`src/eprom_write_seq_regs.svh`:
```
// Timing counts and protocol constants of the write sequencer.
`ifndef EPROM_WRITE_SEQ_REGS_SVH
`define EPROM_WRITE_SEQ_REGS_SVH

`define EWS_CLK_MHZ       100
`define EWS_SLOT_MID_US   30
`define EWS_SLOT_MID_CYC  (`EWS_SLOT_MID_US * `EWS_CLK_MHZ)
`define EWS_RESET_LOW_US  120
`define EWS_CMD_DATA_WR   8'h0f
`define EWS_CMD_STATUS_WR 8'h55
`define EWS_CRC_POLY_REV  8'h8c
`define EWS_BLANK_BYTE    8'hff
`define EWS_STATUS_FIXED  8'h00
`define EWS_DATA_BYTES    128
`define EWS_STATUS_BYTES  8
`define EWS_FIFO_DEPTH    8

`endif

```
`src/eprom_write_seq_pkg.sv`:
```
// Types shared by the write sequencer files.
package eprom_write_seq_pkg;

  typedef enum logic [2:0] {
    ST_IDLE      = 3'b000,
    ST_CMD       = 3'b001,
    ST_ADDR_LO   = 3'b011,
    ST_ADDR_HI   = 3'b010,
    ST_DATA      = 3'b110,
    ST_CRC_OUT   = 3'b111,
    ST_WAIT_PROG = 3'b101,
    ST_VERIFY    = 3'b100
  } seq_state_t;

endpackage

```
`src/eprom_write_sequencer.sv`:
```
// Slave-side sequencer for the data and status field write commands.
`timescale 1ns/10ps
`include "eprom_write_seq_regs.svh"

// Contract
// Eight read slots return selected byte, LSB first.
// Read-back equals AND of all programmed bytes.
// Master reprograms byte when read-back shows stray ones; the testbench only counts the mismatch.
// Address always advances after eight verify slots.
// New address low byte loaded as CRC seed.
// Later passes: data into seeded CRC, CRC returned.
// First pass CRC covers command, addresses, data.
// Master restarts sequence on CRC mismatch; the testbench pass task issues a bus reset, then still pulses and reads back.
// Master applies 480 us programming pulse; the master model holds it for 200 cycles.
// Device programs whenever pulse arrives, no CRC judgement.
// Bus reset aborts sequence to idle.
// Status write: addresses, one byte, CRC over four.
// Programming clears only bits supplied as zero.
// Unprogrammed first seven status bytes read ones.
// Eighth status byte fixed at zero.
// Every slot timed from master falling edge.
// Device only pulls line low, never high.
// Line idles high; long low means reset.
// CRC is 8-bit, polynomial x8+x5+x4+1.
// Data field write uses code 0fh, 1024 bits.
// All bytes move least significant bit first.
module eprom_write_sequencer
  import eprom_write_seq_pkg::*;
#(
  parameter int RESET_LOW_CYC = `EWS_RESET_LOW_US * `EWS_CLK_MHZ,
  parameter int SLOT_MID_CYC  = `EWS_SLOT_MID_CYC
) (
  // Clock and reset
  input  wire logic clock,
  input  wire logic nrst,
  // Command layer hand-off, same clock domain
  input  wire logic rom_done,
  // Shared bus line, open drain
  input  wire logic dq_in,
  output logic      dq_out,
  output logic      dq_oe_n,
  // Programming voltage detector
  input  wire logic prog_in
);

  localparam logic [11:0] SLOT_MID = 12'(SLOT_MID_CYC - 1);
  localparam logic [15:0] RST_LAST = 16'(RESET_LOW_CYC - 1);

  seq_state_t  state_reg;
  logic        dq_s1, dq_s2, dq_s3;
  logic        pp_s1, pp_s2, pp_s3;
  logic        fall, prog_end, bus_reset;
  logic [15:0] low_cnt_reg;
  logic        slot_busy_reg;
  logic [11:0] slot_cnt_reg;
  logic        slot_mid;
  logic        rx_mode, tx_mode;
  logic [7:0]  rx_sh_reg;
  logic [2:0]  rx_cnt_reg;
  logic        rx_full_reg;
  logic        fifo_in_ready, fifo_out_valid, take;
  logic [7:0]  fifo_out_data;
  logic        field_status_reg;
  logic [15:0] addr_reg;
  logic [15:0] addr_next;
  logic [7:0]  crc_reg;
  logic [7:0]  data_reg;
  logic [7:0]  tx_sh_reg;
  logic [3:0]  tx_cnt_reg;
  logic        tx_done;
  logic [7:0]  cur_byte, prog_val;
  logic [7:0]  data_mem [`EWS_DATA_BYTES];
  logic [7:0]  status_mem [`EWS_STATUS_BYTES];
  logic        dq_oe_n_reg;

  // Reflected LSB-first CRC step over one whole byte.
  function automatic logic [7:0] crc8(input logic [7:0] c,
                                      input logic [7:0] b);
    logic [7:0] r;
    r = c;
    for (int i = 0; i < 8; i++) begin
      r = (r[0] ^ b[i]) ? ((r >> 1) ^ `EWS_CRC_POLY_REV) : (r >> 1);
    end
    return r;
  endfunction

  // Both pins come from outside the clock domain.
  always_ff @(posedge clock) begin
    if (!nrst) begin
      dq_s1 <= 1'b1;
      dq_s2 <= 1'b1;
      dq_s3 <= 1'b1;
      pp_s1 <= 1'b0;
      pp_s2 <= 1'b0;
      pp_s3 <= 1'b0;
    end else begin
      dq_s1 <= dq_in;
      dq_s2 <= dq_s1;
      dq_s3 <= dq_s2;
      pp_s1 <= prog_in;
      pp_s2 <= pp_s1;
      pp_s3 <= pp_s2;
    end
  end

  assign fall     = dq_s3 && !dq_s2;
  assign prog_end = pp_s3 && !pp_s2;
  assign bus_reset = !dq_s2 && (low_cnt_reg == RST_LAST);

  // A line held low this long is a reset, not a slot.
  always_ff @(posedge clock) begin
    if (!nrst || dq_s2) begin
      low_cnt_reg <= '0;
    end else if (low_cnt_reg != 16'hffff) begin
      low_cnt_reg <= 16'(low_cnt_reg + 16'h1);
    end
  end

  // Slot timer: sampling and release both happen mid-slot.
  always_ff @(posedge clock) begin
    if (!nrst) begin
      slot_busy_reg <= 1'b0;
      slot_cnt_reg  <= '0;
    end else if (fall) begin
      slot_busy_reg <= 1'b1;
      slot_cnt_reg  <= '0;
    end else if (slot_mid) begin
      slot_busy_reg <= 1'b0;
    end else if (slot_busy_reg) begin
      slot_cnt_reg <= 12'(slot_cnt_reg + 12'h1);
    end
  end

  assign slot_mid = slot_busy_reg && (slot_cnt_reg == SLOT_MID);
  assign rx_mode  = (state_reg == ST_CMD) || (state_reg == ST_ADDR_LO) ||
                    (state_reg == ST_ADDR_HI) || (state_reg == ST_DATA);
  assign tx_mode  = (state_reg == ST_CRC_OUT) || (state_reg == ST_VERIFY);
  assign tx_done  = tx_mode && slot_mid && (tx_cnt_reg == 4'h7);

  // Byte assembler; a full FIFO holds the byte and further bits are dropped.
  always_ff @(posedge clock) begin
    if (!nrst || bus_reset) begin
      rx_sh_reg   <= '0;
      rx_cnt_reg  <= '0;
      rx_full_reg <= 1'b0;
    end else begin
      if (rx_full_reg && fifo_in_ready) begin
        rx_full_reg <= 1'b0;
      end else if (rx_mode && slot_mid && !rx_full_reg) begin
        rx_sh_reg  <= {dq_s2, rx_sh_reg[7:1]};
        rx_cnt_reg <= 3'(rx_cnt_reg + 3'h1);
        if (rx_cnt_reg == 3'h7) begin
          rx_full_reg <= 1'b1;
        end
      end
    end
  end

  byte_fifo #(
    .WIDTH (8),
    .DEPTH (`EWS_FIFO_DEPTH)
  ) u_rx_fifo (
    .clock     (clock),
    .nrst      (nrst),
    .flush     (bus_reset),
    .in_valid  (rx_full_reg),
    .in_ready  (fifo_in_ready),
    .in_data   (rx_sh_reg),
    .out_valid (fifo_out_valid),
    .out_ready (rx_mode),
    .out_data  (fifo_out_data)
  );

  assign take      = fifo_out_valid && rx_mode;
  assign addr_next = 16'(addr_reg + 16'h1);
  assign cur_byte  = field_status_reg ? status_mem[addr_reg[2:0]]
                                      : data_mem[addr_reg[6:0]];
  assign prog_val  = cur_byte & data_reg;

  // Command sequence, address counter, CRC and transmit shifter.
  always_ff @(posedge clock) begin
    if (!nrst || bus_reset) begin
      state_reg        <= ST_IDLE;
      field_status_reg <= 1'b0;
      addr_reg         <= '0;
      crc_reg          <= '0;
      data_reg         <= '0;
      tx_sh_reg        <= '0;
      tx_cnt_reg       <= '0;
    end else begin
      if (tx_mode && slot_mid) begin
        tx_sh_reg  <= {1'b1, tx_sh_reg[7:1]};
        tx_cnt_reg <= 4'(tx_cnt_reg + 4'h1);
      end
      case (state_reg)
        ST_IDLE: begin
          if (rom_done) begin
            state_reg <= ST_CMD;
          end
        end
        ST_CMD: begin
          if (take) begin
            crc_reg <= crc8(8'h00, fifo_out_data);
            if (fifo_out_data == `EWS_CMD_DATA_WR) begin
              field_status_reg <= 1'b0;
              state_reg        <= ST_ADDR_LO;
            end else if (fifo_out_data == `EWS_CMD_STATUS_WR) begin
              field_status_reg <= 1'b1;
              state_reg        <= ST_ADDR_LO;
            end else begin
              state_reg <= ST_IDLE;
            end
          end
        end
        ST_ADDR_LO: begin
          if (take) begin
            addr_reg[7:0] <= fifo_out_data;
            crc_reg       <= crc8(crc_reg, fifo_out_data);
            state_reg     <= ST_ADDR_HI;
          end
        end
        ST_ADDR_HI: begin
          if (take) begin
            addr_reg[15:8] <= fifo_out_data;
            crc_reg        <= crc8(crc_reg, fifo_out_data);
            state_reg      <= ST_DATA;
          end
        end
        ST_DATA: begin
          if (take) begin
            data_reg   <= fifo_out_data;
            crc_reg    <= crc8(crc_reg, fifo_out_data);
            tx_sh_reg  <= crc8(crc_reg, fifo_out_data);
            tx_cnt_reg <= '0;
            state_reg  <= ST_CRC_OUT;
          end
        end
        ST_CRC_OUT: begin
          if (tx_done) begin
            state_reg <= ST_WAIT_PROG;
          end
        end
        ST_WAIT_PROG: begin
          // The device cannot tell a good CRC from a bad one here.
          if (prog_end) begin
            tx_sh_reg  <= prog_val;
            tx_cnt_reg <= '0;
            state_reg  <= ST_VERIFY;
          end
        end
        ST_VERIFY: begin
          if (tx_done) begin
            addr_reg  <= addr_next;
            crc_reg   <= addr_next[7:0];
            state_reg <= ST_DATA;
          end
        end
        default: begin
          state_reg <= ST_IDLE;
        end
      endcase
    end
  end

  // Power-up image of a blank part; the top status byte is fixed.
  always_ff @(posedge clock) begin
    if (!nrst) begin
      for (int i = 0; i < `EWS_DATA_BYTES; i++) begin
        data_mem[i] <= `EWS_BLANK_BYTE;
      end
      for (int i = 0; i < `EWS_STATUS_BYTES - 1; i++) begin
        status_mem[i] <= `EWS_BLANK_BYTE;
      end
      status_mem[`EWS_STATUS_BYTES-1] <= `EWS_STATUS_FIXED;
    end else if (state_reg == ST_WAIT_PROG && prog_end && !bus_reset) begin
      if (field_status_reg) begin
        status_mem[addr_reg[2:0]] <= prog_val;
      end else begin
        data_mem[addr_reg[6:0]] <= prog_val;
      end
    end
  end

  // Pull low only for a zero bit of a read slot, released mid-slot.
  always_ff @(posedge clock) begin
    if (!nrst || bus_reset) begin
      dq_oe_n_reg <= 1'b1;
    end else if (fall && tx_mode && !tx_sh_reg[0]) begin
      dq_oe_n_reg <= 1'b0;
    end else if (slot_mid || !tx_mode) begin
      dq_oe_n_reg <= 1'b1;
    end
  end

  assign dq_oe_n = dq_oe_n_reg;
  assign dq_out  = 1'b0;

  a_drive_only_tx: assert property (@(posedge clock) disable iff (!nrst)
    !dq_oe_n |-> tx_mode)
    else $error("Line pulled low outside a read slot.");

  a_reset_to_idle: assert property (@(posedge clock) disable iff (!nrst)
    bus_reset |=> state_reg == ST_IDLE)
    else $error("Bus reset did not abort the sequence.");

  a_verify_and: assert property (@(posedge clock) disable iff (!nrst)
    (state_reg == ST_WAIT_PROG && prog_end && !bus_reset)
    |=> tx_sh_reg == ($past(cur_byte) & $past(data_reg)))
    else $error("Verify byte is not the AND of old and new data.");

  a_prog_any_pulse: assert property (@(posedge clock) disable iff (!nrst)
    (state_reg == ST_WAIT_PROG && prog_end && !bus_reset)
    |=> state_reg == ST_VERIFY)
    else $error("Programming pulse not acted on.");

  a_addr_advance: assert property (@(posedge clock) disable iff (!nrst)
    (state_reg == ST_VERIFY && tx_done && !bus_reset)
    |=> addr_reg == 16'($past(addr_reg) + 16'h1) && state_reg == ST_DATA)
    else $error("Address did not advance after verify.");

  a_crc_seed: assert property (@(posedge clock) disable iff (!nrst)
    (state_reg == ST_VERIFY && tx_done && !bus_reset)
    |=> crc_reg == 8'($past(addr_reg[7:0]) + 8'h1))
    else $error("CRC not seeded with new address low byte.");

  a_crc_return: assert property (@(posedge clock) disable iff (!nrst)
    (state_reg == ST_DATA && take && !bus_reset)
    |=> tx_sh_reg == crc_reg && state_reg == ST_CRC_OUT)
    else $error("Returned CRC differs from the running CRC.");

  a_status_fixed: assert property (@(posedge clock) disable iff (!nrst)
    status_mem[`EWS_STATUS_BYTES-1] == `EWS_STATUS_FIXED)
    else $error("Fixed status byte changed.");

  a_slot_release: assert property (@(posedge clock) disable iff (!nrst)
    (!dq_oe_n && slot_mid) |=> dq_oe_n)
    else $error("Line not released at mid-slot.");

endmodule

```
`src/byte_fifo.sv`:
```
// Small synchronous FIFO with valid and ready on both sides.
`timescale 1ns/10ps
module byte_fifo #(
  parameter int WIDTH = 8,
  parameter int DEPTH = 8
) (
  // Clock and reset
  input  wire logic             clock,
  input  wire logic             nrst,
  input  wire logic             flush,
  // Filling side
  input  wire logic             in_valid,
  output logic                  in_ready,
  input  wire logic [WIDTH-1:0] in_data,
  // Draining side
  output logic                  out_valid,
  input  wire logic             out_ready,
  output logic      [WIDTH-1:0] out_data
);

  localparam int AW = $clog2(DEPTH);

  logic [WIDTH-1:0] mem_reg [DEPTH];
  logic [AW-1:0]    wr_ptr_reg;
  logic [AW-1:0]    rd_ptr_reg;
  logic [AW:0]      count_reg;
  logic             push;
  logic             pop;

  assign in_ready  = (count_reg != (AW+1)'(DEPTH));
  assign out_valid = (count_reg != '0);
  assign out_data  = mem_reg[rd_ptr_reg];
  assign push      = in_valid && in_ready;
  assign pop       = out_valid && out_ready;

  always_ff @(posedge clock) begin
    if (push) begin
      mem_reg[wr_ptr_reg] <= in_data;
    end
  end

  always_ff @(posedge clock) begin
    if (!nrst || flush) begin
      wr_ptr_reg <= '0;
      rd_ptr_reg <= '0;
      count_reg  <= '0;
    end else begin
      if (push) begin
        wr_ptr_reg <= (wr_ptr_reg == AW'(DEPTH-1)) ? '0 : AW'(wr_ptr_reg + 1'b1);
      end
      if (pop) begin
        rd_ptr_reg <= (rd_ptr_reg == AW'(DEPTH-1)) ? '0 : AW'(rd_ptr_reg + 1'b1);
      end
      if (push && !pop) begin
        count_reg <= (AW+1)'(count_reg + 1'b1);
      end else if (pop && !push) begin
        count_reg <= (AW+1)'(count_reg - 1'b1);
      end
    end
  end

endmodule

```
`config.mk`:
```
export PLATFORM = sky130hd
export DESIGN_NAME = eprom_write_sequencer
export DESIGN_NICKNAME = d
export VERILOG_FILES = /design/src/eprom_write_seq_pkg.sv /design/src/eprom_write_sequencer.sv /design/src/byte_fifo.sv
export VERILOG_INCLUDE_DIRS = /design/src
export SDC_FILE = /design/constraint.sdc
export NUM_CORES = 2
export LEC_CHECK = 0
export BUFFER_PORTS_ARGS = -buffer_cell sky130_fd_sc_hd__buf_2
export CAP_MARGIN = 20
export CORE_MARGIN = 1
export CORE_UTILIZATION = 30
export DETAILED_ROUTE_END_ITERATION = 10
export HOLD_SLACK_MARGIN = 0.06
export SYNTH_ARGS = -nofsm -noshare
export SYNTH_HDL_FRONTEND = slang
export SYNTH_SLANG_ARGS = --single-unit
```
`constraint.sdc`:
```
create_clock -name clock -period 3.8 [get_ports clock]
set_input_delay 0.57 -clock clock [delete_from_list [all_inputs] [get_ports clock]]
set_output_delay 0.57 -clock clock [all_outputs]
set_load 0.03 [all_outputs]
```
# Word-level counts from Yosys, hierarchy flattened
# Memories as Yosys holds them, arrays and structs flattened. A register that Yosys moved wholly into a read port is not among the register bits.
# Index checks and enable logic that the tools add are counted.
# word_totals
ff_bits	106
mem_bits_rw	1152
output_inout_bits	2
word_cells	228
memories	3
# memory_table
name	depth	word_bits	read_ports	rd_ports_with_merged_regs	write_ports	line_no	rtl
data_mem	128	8	1	1	128	eprom_write_sequencer.sv:72	logic [7:0] data_mem [`EWS_DATA_BYTES];
status_mem	8	8	1	1	8	eprom_write_sequencer.sv:73	logic [7:0] status_mem [`EWS_STATUS_BYTES];
u_rx_fifo.mem_reg	8	8	1	1	1	byte_fifo.sv:23	logic [WIDTH-1:0] mem_reg [DEPTH];
# classes
add_sub_neg	9
n_eq_ne	26
muxes	77
bitwise	34
n_reduce_logical	55
# ops
op	n
8-bit 2-to-1 mux	26
8-bit case mux with 2 select lines	3
3-bit 2-to-1 mux	15
2-bit inverter with 3-bit output	15
16-bit by 1-bit adder with 16-bit output (second input constant)	2
3-bit case mux with 8 select lines	1
8-bit case mux with 3 select lines	1
3-bit equality test (second input constant)	7
7-bit 2-to-1 mux	3
4-bit 2-to-1 mux	5
1-bit 2-to-1 mux	19
16-bit by 14-bit equality test with 1-bit output (second input constant)	1
1-bit logical AND	16
16-bit 2-to-1 mux	1
16-bit inequality test (second input constant)	1
8-bit OR reduction	2
1-bit bitwise XOR	15
12-bit by 1-bit adder with 12-bit output (second input constant)	1
12-bit equality test (second input constant)	1
2-bit nonzero test	6
2-bit by 1-bit inequality test with 1-bit output (second input constant)	5
3-bit by 1-bit adder with 3-bit output (second input constant)	3
1-bit logical NOT	9
3-bit AND reduction	3
22 further kinds	40

# Longest topological paths before layout
# logic_depth
word_depth	18
ltp_mapped	16

# Modules after synthesis
# From an unflattened synthesis, not the netlist that was laid out.
# unflattened
cells_unflattened	4054
hier_area_um2	55883.6
# modules_own_cells
module	n_inst	cells_per_inst	area_each_um2
eprom_write_sequencer	1	3884	52745.6
byte_fifo	1	170	3138.0

# Worst setup path after synthesis
# OpenSTA, ideal clock, no wires.
# synth_timing
kind	register to register
startpoint	register (tool-made name)
endpoint	memory data_mem[127][5], data pin
setup_time_ps	291
arrival_time_ps	3047
setup_slack_ps	461
stages_incl_launch_ff	13
period_less_slack_ps	3339
path_cell_list	dfxtp_1 > buf_2 > buf_2 > buf_4 > mux4_2 > mux4_2 > nor2b_1 > a21oi_1 > a221oi_1 > o211ai_1 > buf_2 > buf_2 > nand2_1
# synth_lines
element	line_no
end, declared	eprom_write_sequencer.sv:72

==> results.yml <==
cts:
  root_buffer: "clkbuf_16"
  insertion_delay_ns: 0.78
  htreeDepth: 4
  cts_tree: "done"
  cts_buffers: 138
  cts.sinks: 1260
  clk_pin_slew_ns: 0.06
  cts_buffer_depth: 3
sta:
  clock.fmax_mhz: 262
  tightest_slew_ns: 0.949
  rsz0062_at_grt: "true"
  slew_headroom_pct: 36.7
  maxSlewViolCount: 0
  setup_slack_ns: -0.0147
  setup-violations-final: 3
  min_period_over_period_pct: 100
  hold_viol_final: 0
  finClkSkew_ns: 0.0394
  finalCriticalPeriod_ns: 3.81
placed_design:
  portBuffers: 5
  dp_slack_ns: -0.0717
  dp.cells: 6524
  hpwlAfterDp_um: 100000
  gp_congestion: 0.863
power:
  powerDensity_nw_per_um2: 459
  p_leak_nw: 20.6
  ir_worst_vdd_uv: 465
layout:
  drive_gt1_share_pct: 22.8
  final_cell_mix: "1194 x nand2_1, 1152 x edfxtp_1, 340 x mux4_2, 340 x buf_4, 239 x nor2_1"
  fin_cells: 6814
  antenna_cells: 0
  largest_register_ffs: 1024
  area_growth_pct: 19.0
  nets: 4261
  mostFrequentLayoutCell: "nand2_1"
min_path:
  min_path_cells: 3
  min-delay-start: "nrst"
  hold_path.class: "in2reg"
synthesis:
  synth_fp_nets: 3995
  synth_edf_count: 1152
  syn-cell-area_um2: 55600
  ys_seq_area_share_pct: 66.1
  ys_warn_count: 0
  synth-seq-cells: 1260
  async_reset_ff_share_pct: 0
  avgSynthCellArea_um2: 14.0
  syn_inst: 3974
  netlist-cell-type-count: 58
  synth-main-ff-cell: "edfxtp_1"
floorplanning:
  rows: 157
  die_y_um: 432
  core_um2: 183000
  die_x_um: 432
  die-area_um2: 187000
  initial_core_util_pct: 30.3
  io_pins: 7
setup_path:
  cp-start-kind: "flop"
  path_buf_inv: 4
  cpLargestDelayFamily: "multiplexers"
  crit_type: "reg2reg"
  critical-path-slowest-cell: "mux4_2"
  critPathRequiredTime_ns: 4.28
  r2r_cells: 12
  crit_chain: "buf_4 > buf_4 > mux4_2 > mux4_2 > nor2b_1 > a21oi_1 > a22o_1 > a221oi_1 > o211ai_1 > buf_4 > buf_4 > nand2_1"
  crit_fanout: 17
  slowest_delay_ns: 0.57
  end_kind: "flop"
  crit_top_cell: "buf_4"
  crit_arrival_ns: 4.30
  timing.critical_path.depth: 12
routing:
  vias_per_cell: 5.13
  drc_errors: 0
  ant_nets: 0
  wire_per_inst_um: 22.9
  drt_iter0_markers: 4364
  totalWireLength_um: 156000
  vias: 34958
  first_pass_iters: 6
run_status:
  violations: "negative setup slack"
  status: "complete, but fails checks"
flow_run:
  maxCapViolCount: 0
global_route:
  antenna_found_initial: 2
  grt_pass1_wl_um: 225000
  grt_max_degree: 145
  grt_pass1_vias: 34399
  grt.total_usage_pct: 16.0
  grt_overflow: 0
## logic make-up (layout without fill, tap and decap cells)
| group | count (synthesis) | after routing | synth area share [%] |
|---|---|---|---|
| AO/OA/AOI/OAI | 290 | 290 | 3.04 |
| XOR/XNOR | 63 | 63 | 1.02 |
| adder cells (fa/ha/maj) | 16 | 16 | 0.374 |
| buffers and inverters | 310 | 686 | 2.81 |
| flip-flops | 1260 | 1260 | 66.1 |
| multiplexers | 394 | 394 | 14.8 |
| other | 1 | 1 | 0.00675 |
| AND/OR/NAND/NOR | 1640 | 1640 | 11.9 |
## through the flow
stage	power, mW	utilization (%)	hold WS, ns	TNS [ns]	area, um^2
finish	30.4	36.1	0.243	-0.0161	66200
floorplan	16.5	-	0.386	0	55600
detailed placement	17.0	33.2	0.412	-2.03	60900
global placement	17.0	33.2	0.400	-0.349	60900
global route	31.2	36.1	0.219	-0.119	66200
CTS	30.6	35.7	0.185	0	65500
## final timing paths
check	slack (ns)	endpoint
setup reg to reg	-0.01	data_mem[94][5]$_SDFFCE_PN1P_
hold / removal	0.24	data_reg[2]$_SDFFE_PP0P_
setup / recovery	-0.01	data_mem[94][5]$_SDFFCE_PN1P_
hold reg to reg	0.41	dq_s2$_SDFF_PN1_
## synthesized netlist by cell type (all sizes together), types with 34 or more instances
| cell type | count | share of area (%) |
|---|---|---|
| a21oi | 45 | 0.41 |
| buf | 202 | 2.1 |
| clkbuf | 99 | 0.67 |
| dfxtp | 108 | 3.9 |
| edfxtp | 1152 | 62 |
| mux2i | 51 | 0.93 |
| mux4 | 340 | 14 |
| nand2 | 1195 | 8.1 |
| nand3 | 45 | 0.41 |
| nor2 | 243 | 1.6 |
| o21ai | 161 | 1.4 |
| xnor2 | 34 | 0.54 |
## where the power goes
part,switching (mW),total (mW),internal [mW]
Clock,5.65,13.6,7.99
Sequential,0.180,15.8,15.7
Combinational,0.524,0.912,0.388
Total,6.36,30.4,24.0
## repair_timing
item	CTS	global route
endpoints found under the hold margin	2	0
gates resized for setup	3	35
gates cloned	0	14
endpoints found under the setup margin	81	484
buffers inserted	0	24
hold buffers	2	0
pin swaps	1	3
## tightest hold or removal path, stage by stage
cell,delay [ns]
buf_4,0.14
o21ai_4,0.18
a211oi_1,0.07
## layout make-up
| cell class | instances | area [um^2] |
|---|---|---|
| repair buffers | 427 | 4310 |
| well taps | 2464 | 3080 |
| multi-input cells | 2404 | 17400 |
| fillers | 17423 | 117000 |
| inverters | 9 | 33.8 |
| clock buffers | 180 | 3800 |
| flip-flops and latches | 1260 | 36800 |
| clock inverters | 70 | 797 |
## per-layer routing
| metal | wire, um | track usage [%] | up-vias |
|---|---|---|---|
| met5 | 186 | 0.677 | - |
| met4 | 4470 | 5.07 | 4 |
| met3 | 13100 | 2.83 | 245 |
| met2 | 75200 | 26.4 | 1586 |
| met1 | 63000 | 21.4 | 17939 |
| li1 | - | - | 15184 |
Note: power is estimated with default switching activity, not from simulation.
